## src/hw/mst_defines.vh

```
// Purpose: offsets, field positions, reset values and timing counts for the
//          modem status tracker
// Assumes: 32-bit AHB-Lite data, one register per aligned word
// Notes:   included by bare name; definitions only
`ifndef MST_DEFINES_VH
`define MST_DEFINES_VH

// register byte offsets (low address bits decoded)
`define MST_ADDR_W          4
`define MST_OFS_STATUS      4'h0
`define MST_OFS_CONTROL     4'h4
`define MST_OFS_INT_STAT    4'h8
`define MST_OFS_INT_MASK    4'hC

// modem_line_status fields
`define MST_ST_CARRIER      7
`define MST_ST_RING         6
`define MST_ST_PEER         5
`define MST_ST_CTS          4
`define MST_DL_CARRIER      3
`define MST_DL_RING         2
`define MST_DL_PEER         1
`define MST_DL_CTS          0

// modem_control_register fields
`define MST_CT_TERM_READY   0
`define MST_CT_REQ_SEND     1
`define MST_CT_USER_ONE     2
`define MST_CT_USER_TWO     3
`define MST_CT_LOOPBACK     4
`define MST_CT_AUTO_FLOW    5
`define MST_CT_WIDTH        6

// reset values
`define MST_CONTROL_RST     6'h00
`define MST_INT_MASK_RST    4'hF
`define MST_INT_STAT_RST    4'h0

// ahb encodings
`define MST_HTRANS_NONSEQ   2'b10
`define MST_HTRANS_SEQ      2'b11

// cycles after reset during which change detection is held off while the
// pin synchronisers settle; the filter moves at the fourth edge at the
// latest and the previous-level register needs one edge more
`define MST_SETTLE_CYCLES   3'h5

`endif

```

## src/hw/mst_modem_status_tracker.v

```verilog
// Purpose: modem status register bank of a single-channel UART, with change
//          flags, loopback mirroring, clear-to-send flow gate and interrupt
// Assumes: AHB-Lite slave, one clock CORE_CLK, asynchronous active-low reset
// Notes:   reads take one wait state; writes take none
//
// Contract
// - a change of a monitored modem input sets its change flag.
// - a host read of modem_line_status clears all four change flags.
// - bit 7 is inverted carrier detect, or user_output_two in loopback.
// - bit 6 is inverted ring indicator, or user_output_one in loopback.
// - bit 5 is inverted peer ready, or terminal ready in loopback.
// - bit 4 is inverted clear to send, or request to send in loopback.
// - clear-to-send gates the transmitter only when control bit 5 is set.
// - with flow control on and pin high, finish current character, start none.
// - carrier, peer ready and clear-to-send flags set on either transition.
// - ring flag sets only when the ring pin rises from 0 to 1.
// - any set change flag raises the modem status interrupt; here only unmasked interrupt status bits do.
// - reset clears change flags; upper status bits keep following inputs.
//
// Decided for this implementation: the address map and register access over AHB-Lite.
`timescale 1ns/1ns
`include "mst_defines.vh"
module mst_modem_status_tracker (
    input  wire        CORE_CLK,
    input  wire        RST_N,
    // ahb-lite slave
    input  wire        HSEL,
    input  wire [31:0] HADDR,
    input  wire [1:0]  HTRANS,
    input  wire        HWRITE,
    input  wire [2:0]  HSIZE,
    input  wire [31:0] HWDATA,
    input  wire        HREADY,
    output reg         HREADYOUT,
    output reg  [31:0] HRDATA,
    output reg         HRESP,
    // modem lines, active low
    input  wire        CARRIER_DETECT_IN_N,
    input  wire        RING_INDICATOR_IN_N,
    input  wire        PEER_READY_IN_N,
    input  wire        CLEAR_TO_SEND_IN_N,
    output reg         TERMINAL_READY_OUT_N,
    output reg         REQUEST_TO_SEND_OUT_N,
    output reg         USER_OUTPUT_ONE_N,
    output reg         USER_OUTPUT_TWO_N,
    // transmitter handshake
    input  wire        TX_START_REQ,
    output reg         TX_START,
    // interrupt
    output reg         IRQ
);
    // synchronised pin levels (still active low)
    wire       carrier_n;
    wire       ring_n;
    wire       peer_n;
    wire       cts_n;

    // control, flag and interrupt state
    reg  [`MST_CT_WIDTH-1:0] control_q;
    reg  [3:0]  delta_q;
    reg  [3:0]  delta_d;
    reg  [3:0]  prev_q;
    reg  [3:0]  int_stat_q;
    reg  [3:0]  int_stat_d;
    reg  [3:0]  int_mask_q;
    reg  [2:0]  settle_q;
    reg  [3:0]  cur_status;
    reg  [3:0]  change;
    reg  [31:0] rd_mux;

    // address phase capture
    reg                   wr_pend_q;
    reg                   rd_pend_q;
    reg [`MST_ADDR_W-1:0] addr_q;

    wire       loopback;
    wire       auto_flow;
    wire       armed;
    wire       addr_take;
    wire       rd_status;
    wire       wr_int_stat;

    // one synchroniser per modem input
    mst_pin_sync #(.RESET_LEVEL(1'b1)) u_sync_carrier (
        .clk     (CORE_CLK),
        .rst_n   (RST_N),
        .pin     (CARRIER_DETECT_IN_N),
        .level_q (carrier_n)
    );
    mst_pin_sync #(.RESET_LEVEL(1'b1)) u_sync_ring (
        .clk     (CORE_CLK),
        .rst_n   (RST_N),
        .pin     (RING_INDICATOR_IN_N),
        .level_q (ring_n)
    );
    mst_pin_sync #(.RESET_LEVEL(1'b1)) u_sync_peer (
        .clk     (CORE_CLK),
        .rst_n   (RST_N),
        .pin     (PEER_READY_IN_N),
        .level_q (peer_n)
    );
    mst_pin_sync #(.RESET_LEVEL(1'b1)) u_sync_cts (
        .clk     (CORE_CLK),
        .rst_n   (RST_N),
        .pin     (CLEAR_TO_SEND_IN_N),
        .level_q (cts_n)
    );

    // change detection waits until the synchronisers hold the real pin
    // levels and prev_q has caught them; arming any earlier would report
    // a line already asserted at reset as a change
    assign loopback  = control_q[`MST_CT_LOOPBACK];
    assign auto_flow = control_q[`MST_CT_AUTO_FLOW];
    assign armed     = (settle_q == `MST_SETTLE_CYCLES);

    // an address phase is accepted when selected, active and hready high
    // hsize is not decoded: every transfer is taken as a whole word
    assign addr_take = HSEL & HREADY &
                       ((HTRANS == `MST_HTRANS_NONSEQ) | (HTRANS == `MST_HTRANS_SEQ));

    // the clearing read completes at the edge that loads HRDATA
    assign rd_status   = rd_pend_q & (addr_q == `MST_OFS_STATUS);
    assign wr_int_stat = wr_pend_q & (addr_q == `MST_OFS_INT_STAT);

    // live upper status bits: pins inverted, or control bits in loopback
    always @* begin
        if (loopback) begin
            cur_status[3] = control_q[`MST_CT_USER_TWO];
            cur_status[2] = control_q[`MST_CT_USER_ONE];
            cur_status[1] = control_q[`MST_CT_TERM_READY];
            cur_status[0] = control_q[`MST_CT_REQ_SEND];
        end else begin
            cur_status[3] = ~carrier_n;
            cur_status[2] = ~ring_n;
            cur_status[1] = ~peer_n;
            cur_status[0] = ~cts_n;
        end
    end

    // change detection; ring counts only the pin going low to high, which
    // is the status bit falling
    always @* begin
        change = 4'h0;
        if (armed) begin
            change[3] = cur_status[3] ^ prev_q[3];
            change[2] = prev_q[2] & ~cur_status[2];
            change[1] = cur_status[1] ^ prev_q[1];
            change[0] = cur_status[0] ^ prev_q[0];
        end
    end

    // change flags: clear on status read, but a new change wins
    always @* begin
        delta_d = delta_q;
        if (rd_status) begin
            delta_d = 4'h0;
        end
        delta_d = delta_d | change;
    end

    // interrupt status: set by each detected change, write one to clear, set wins
    always @* begin
        int_stat_d = int_stat_q;
        if (wr_int_stat) begin
            int_stat_d = int_stat_q & ~HWDATA[3:0];
        end
        int_stat_d = int_stat_d | change;
    end

    // settle counter and previous-level tracking
    always @(posedge CORE_CLK or negedge RST_N) begin
        if (!RST_N) begin
            settle_q <= 3'h0;
            prev_q   <= 4'h0;
        end else begin
            if (!armed) begin
                settle_q <= settle_q + 3'h1;
            end
            prev_q <= cur_status;
        end
    end

    // change flags and interrupt status
    always @(posedge CORE_CLK or negedge RST_N) begin
        if (!RST_N) begin
            delta_q    <= 4'h0;
            int_stat_q <= `MST_INT_STAT_RST;
        end else begin
            delta_q    <= delta_d;
            int_stat_q <= int_stat_d;
        end
    end

    // ahb address phase capture and ready generation
    // a read holds hready low for one cycle while hrdata is loaded; writes
    // finish in their first data cycle
    always @(posedge CORE_CLK or negedge RST_N) begin
        if (!RST_N) begin
            wr_pend_q <= 1'b0;
            rd_pend_q <= 1'b0;
            addr_q    <= {`MST_ADDR_W{1'b0}};
            HREADYOUT <= 1'b1;
            HRESP     <= 1'b0;
        end else begin
            HRESP <= 1'b0;                                 // always okay
            if (rd_pend_q) begin
                rd_pend_q <= 1'b0;                         // read data loaded now
                HREADYOUT <= 1'b1;
            end else begin
                wr_pend_q <= addr_take & HWRITE;
                rd_pend_q <= addr_take & ~HWRITE;
                HREADYOUT <= ~(addr_take & ~HWRITE);       // one wait state on reads
                if (addr_take) begin
                    addr_q <= {HADDR[`MST_ADDR_W-1:2], 2'b00};
                end
            end
        end
    end

    // register read mux; only address bits 3:2 are decoded, so every word hits a register
    always @* begin
        rd_mux = 32'h0000_0000;
        case (addr_q)
            `MST_OFS_STATUS: begin
                rd_mux[7:0] = {cur_status, delta_q};
            end
            `MST_OFS_CONTROL: begin
                rd_mux[`MST_CT_WIDTH-1:0] = control_q;
            end
            `MST_OFS_INT_STAT: begin
                rd_mux[3:0] = int_stat_q;
            end
            `MST_OFS_INT_MASK: begin
                rd_mux[3:0] = int_mask_q;
            end
            default: begin
                rd_mux = 32'h0000_0000;
            end
        endcase
    end

    // read data register, loaded in the wait cycle
    always @(posedge CORE_CLK or negedge RST_N) begin
        if (!RST_N) begin
            HRDATA <= 32'h0000_0000;
        end else if (rd_pend_q) begin
            HRDATA <= rd_mux;
        end
    end

    // writable registers, written in the data phase
    always @(posedge CORE_CLK or negedge RST_N) begin
        if (!RST_N) begin
            control_q  <= `MST_CONTROL_RST;
            int_mask_q <= `MST_INT_MASK_RST;
        end else if (wr_pend_q) begin
            case (addr_q)
                `MST_OFS_CONTROL: begin
                    control_q <= HWDATA[`MST_CT_WIDTH-1:0];
                end
                `MST_OFS_INT_MASK: begin
                    int_mask_q <= HWDATA[3:0];
                end
                default: begin
                    control_q <= control_q;
                end
            endcase
        end
    end

    // modem control outputs; held inactive while looped back internally
    always @(posedge CORE_CLK or negedge RST_N) begin
        if (!RST_N) begin
            TERMINAL_READY_OUT_N  <= 1'b1;
            REQUEST_TO_SEND_OUT_N <= 1'b1;
            USER_OUTPUT_ONE_N     <= 1'b1;
            USER_OUTPUT_TWO_N     <= 1'b1;
        end else begin
            TERMINAL_READY_OUT_N  <= loopback | ~control_q[`MST_CT_TERM_READY];
            REQUEST_TO_SEND_OUT_N <= loopback | ~control_q[`MST_CT_REQ_SEND];
            USER_OUTPUT_ONE_N     <= loopback | ~control_q[`MST_CT_USER_ONE];
            USER_OUTPUT_TWO_N     <= loopback | ~control_q[`MST_CT_USER_TWO];
        end
    end

    // transmit start grant: checked only when a new character would start,
    // so a character already on the line always runs to its end
    always @(posedge CORE_CLK or negedge RST_N) begin
        if (!RST_N) begin
            TX_START <= 1'b0;
        end else begin
            TX_START <= TX_START_REQ & ~(auto_flow & cts_n);
        end
    end

    // level interrupt from unmasked sticky bits
    // uses the next interrupt status so a new event reaches the pin sooner
    always @(posedge CORE_CLK or negedge RST_N) begin
        if (!RST_N) begin
            IRQ <= 1'b0;
        end else begin
            IRQ <= |(int_stat_d & int_mask_q);
        end
    end
endmodule

```

## src/hw/mst_pin_sync.v

```verilog
// Purpose: bring one asynchronous pin into the CORE_CLK domain
// Assumes: pin idles high (inactive level of an active-low modem line)
// Notes:   four flops; the output level moves only when stages two and
//          three agree, so a single metastable sample never reaches logic
`timescale 1ns/1ns
module mst_pin_sync #(
    parameter RESET_LEVEL = 1'b1
) (
    input  wire clk,
    input  wire rst_n,
    input  wire pin,
    output reg  level_q
);
    reg s1_q;
    reg s2_q;
    reg s3_q;

    // three-stage chain plus agreement filter
    always @(posedge clk or negedge rst_n) begin
        if (!rst_n) begin
            s1_q    <= RESET_LEVEL;
            s2_q    <= RESET_LEVEL;
            s3_q    <= RESET_LEVEL;
            level_q <= RESET_LEVEL;
        end else begin
            s1_q <= pin;
            s2_q <= s1_q;
            s3_q <= s2_q;
            if (s2_q == s3_q) begin
                level_q <= s3_q;
            end
        end
    end
endmodule

```

## config.mk

```make
export PLATFORM = sky130hd
export DESIGN_NAME = mst_modem_status_tracker
export DESIGN_NICKNAME = d
export VERILOG_FILES = /design/src/hw/mst_modem_status_tracker.v /design/src/hw/mst_pin_sync.v
export VERILOG_INCLUDE_DIRS = /design/src /design/src/hw
export SDC_FILE = /design/constraint.sdc
export NUM_CORES = 1
export LEC_CHECK = 0
export ABC_AREA = 1
export BUFFER_PORTS_ARGS = -buffer_cell sky130_fd_sc_hd__buf_4
export CORE_ASPECT_RATIO = 0.6
export CORE_MARGIN = 3
export CORE_UTILIZATION = 23
export CTS_CLUSTER_DIAMETER = 120
export DETAILED_ROUTE_END_ITERATION = 8
export PLACE_DENSITY = 0.47
export REMOVE_ABC_BUFFERS = 1
export SLEW_MARGIN = 0
export SYNTH_ARGS = -nofsm -noshare
export SYNTH_HDL_FRONTEND = slang
export SYNTH_SLANG_ARGS = --single-unit
```

## constraint.sdc

```tcl
create_clock -name CORE_CLK -period 1.23 [get_ports CORE_CLK]
set_input_delay 0.123 -clock CORE_CLK [delete_from_list [all_inputs] [get_ports CORE_CLK]]
set_output_delay 0.123 -clock CORE_CLK [all_outputs]
set_load 0.02 [all_outputs]
```

==> results.py <==
metrics = {
    "route": {
        "drt-vias-per-instance": 3.87,
        "ant_nets": 0,
        "wl_per_cell_um": 12.6,
        "drc": 0,
        "drt-total-wl_um": 5960,
        "vias": 1825,
        "drtPass1Iterations": 4,
        "drt_iter0_drc": 115,
    },
    "final_layout": {
        "syn2layout_area_growth_pct": 38.1,
        "stdcell_count": 472,
        "fin_area_um2": 3540,
        "finish.utilization_pct": 33.0,
        "drive_gt1_share_pct": 44.4,
        "fin_nets": 409,
        "fillerInstances": 1127,
        "insertedDiodeCount": 0,
    },
    "placed_design": {
        "io_buffers": 33,
        "dpl_worst_slack_ns": -0.0866,
        "routabilityCongestion": 0.757,
        "dp_cells": 446,
        "dp_hpwl_um": 4400,
        "place_area_um2": 3070,
    },
    "cts": {
        "clk_path_buf_depth": 2,
        "cts_tree": "built",
        "clock_sinks": 60,
        "h-tree-depth": 3,
        "cts_buffers": 9,
        "clk_pin_slew_worst_paths_ns": 0.05,
        "cts-root-buf": "clkbuf_16",
        "clock_latency_ns": 0.33,
    },
    "pwr": {
        "p_leak_nw": 1.68,
        "max-vdd-ir-drop_v": 0.000995,
        "powerDensity_nw_per_um2": 1990,
        "total_power_mw": 7.04,
    },
    "global_route": {
        "overflow": 0,
        "grtUsageTotal_pct": 10.6,
        "antenna_found_initial": 0,
        "grt_pass1_wl_um": 9900,
        "grt_max_degree": 32,
        "first_global_vias": 1823,
    },
    "logic_synthesis": {
        "post_synth_num_cell_types": 30,
        "synth_area_um2": 2570,
        "synth_edf_count": 0,
        "async_flop_share_pct": 100,
        "yosys_most_used_dff": "dfrtp_1",
        "synthMuxAreaShare_pct": 0,
        "syn_area_per_cell_um2": 10.2,
        "yosys_warnings": 0,
        "synth_compound_area_share_pct": 7.85,
        "synth_xor_area_share_pct": 0.682,
        "synth_adder_area_share_pct": 2.53,
        "netlist_instances": 252,
        "ys_ff_latch": 60,
        "yosys.area_share.simple_pct": 17.1,
        "synth_top_family_by_area": "simple AND/OR/NAND/NOR gates",
        "synth_seq_area_share_pct": 59.7,
    },
    "critical_path": {
        "path_max_fanout": 3,
        "critPathSlowestCell": "dfstp_2",
        "arrival_ns": 1.45,
        "path_cells": "inv_2 -> nand2_2 -> nand3_2 -> nand3_4 -> nand2_2 -> buf_4 -> buf_4",
        "critPathRequiredTime_ns": 1.45,
        "cp_slowest_stage_delay_ns": 0.55,
        "critPathLaunchType": "flop",
        "endpoint_kind": "flop",
        "path_class": "reg2reg",
    },
    "floorplan": {
        "fp-row-count": 29,
        "io_pins": 119,
        "initial_core_util_pct": 23.9,
        "die_w_um": 142,
        "core_area_um2": 10700,
        "die_height_um": 87.8,
        "fp.dieArea_um2": 12500,
    },
    "status": {
        "status": "finished, final reports clean",
    },
    "timing": {
        "min_period_ns": 1.23,
        "rsz0062_at_grt": "yes",
        "timing.final.ws_setup_ns": 0.00462,
        "whs_ns": 0.0393,
        "hold_viol_final": 0,
        "slew_viol_final": 0,
        "setup_viol_count_final": 0,
        "fin_skew_ns": 0.00691,
        "tns_ns": 0,
        "fmax_mhz": 816,
        "period_share_pct": 99.6,
    },
    "hold_path": {
        "hold_path_class": "in2reg",
    },
    "run": {
        "drv_cap": 0,
    },
}
## registers in the layout, indices dropped and copies added, names as in the netlist, 2 cells and up
name	cells
delta_q	4
int_stat_q	4
int_mask_q	4
prev_q	4
control_q	6
addr_q	2
HRDATA	8
settle_q	3
## path summary, 6_finish.rpt
check | from | end | slack (ns) | depth (start not counted)
max | u_sync_cts.level_q | int_stat_q[0] | 0.005 | 7
min | HWDATA[4] | control_q[4] | 0.04 | 3
max reg2reg | u_sync_cts.level_q | int_stat_q[0] | 0.005 | 7
min reg2reg | u_sync_cts.s1_q | u_sync_cts.s2_q | 0.35 | 0
max in group asynchronous | RST_N | u_sync_peer.s3_q | 0.45 | 3
min in group asynchronous | RST_N | settle_q[1] | 0.25 | 2
## kinds of logic (layout without fill, tap and decap cells)
logic type / count (synthesis) / in the layout
adders and majority gates: 6 / 6
AOI/OAI and AO/OA: 30 / 30
xor gates and xnor gates: 2 / 2
buffers and inverters: 53 / 110
and+or+nand+nor: 100 / 100
other: 1 / 25
DFF: 60 / 60
## what timing repair did
item / CTS / global route
gates resized for setup: 17 / 16
hold endpoints to repair: 39 / 0
hold buffers: 6 / 0
setup endpoints to repair: 1 / 14
setup buffers: 1 / 3
pin swaps: 3 / 5
## per-layer routing
metal | global-route usage, % | part of all wire [%]
met5 | 0 | 0
met2 | 13.2 | 39
met3 | 4.80 | 5.2
met4 | 3.36 | 1.1
met1 | 15.8 | 54
## report_power, final
group / switching [mW] / total [mW] / leakage, nW / internal (mW)
clock network: 0.845 / 2.37 / 0.140 / 1.52
logic: 1.09 / 1.96 / 0.892 / 0.873
registers: 0.274 / 2.71 / 0.645 / 2.44
total: 2.21 / 7.04 / 1.68 / 4.83
## critical path: cells and delay by family (launching register included)
| kind | cells | cell delay (ns) |
|---|---|---|
| simple gates | 4 | 0.29 |
| buf+inv | 3 | 0.29 |
| flops | 1 | 0.55 |
## cells in the mapped netlist (6+ instances only)
cell type | instances | share of area (%)
nand2_2 | 7 | 1.7
a21oi_1 | 6 | 1.2
dfrtp_1 | 35 | 34
dfstp_2 | 25 | 26
nand3_1 | 8 | 1.6
nor2_1 | 10 | 1.5
inv_1 | 18 | 2.6
nand2_1 | 67 | 9.8
o21ai_1 | 7 | 1.4
buf_4 | 25 | 7.3
## final cells by class
| cell class | instances | area (µm²) | area share (%) |
|---|---|---|---|
| multi-input combinational | 163 | 898 | 25.3 |
| sequential | 60 | 1540 | 43.3 |
| inverter | 25 | 108 | 3.04 |
| clock inverter | 1 | 5.00 | 0.141 |
| timing repair buffer | 69 | 546 | 15.4 |
| tap | 139 | 174 | 4.91 |
| clock buffer | 15 | 278 | 7.84 |
## placed cells by master (no fill, tap or decap), drive strengths merged
cell type and n:
buf 63, a21oi 9, xor2 1, o21ai 13, inv 21, xnor2 1, nand2 74, a21boi 2
dfstp 25, maj3 4, conb 25, nand4 2, dlygate4sd3 6, clkbuf 15, o211ai 2, nand3 11
nor2 13, dfrtp 35, a41oi 4, clkinv 5, ha 2
Power figures use the tool's default switching activity.
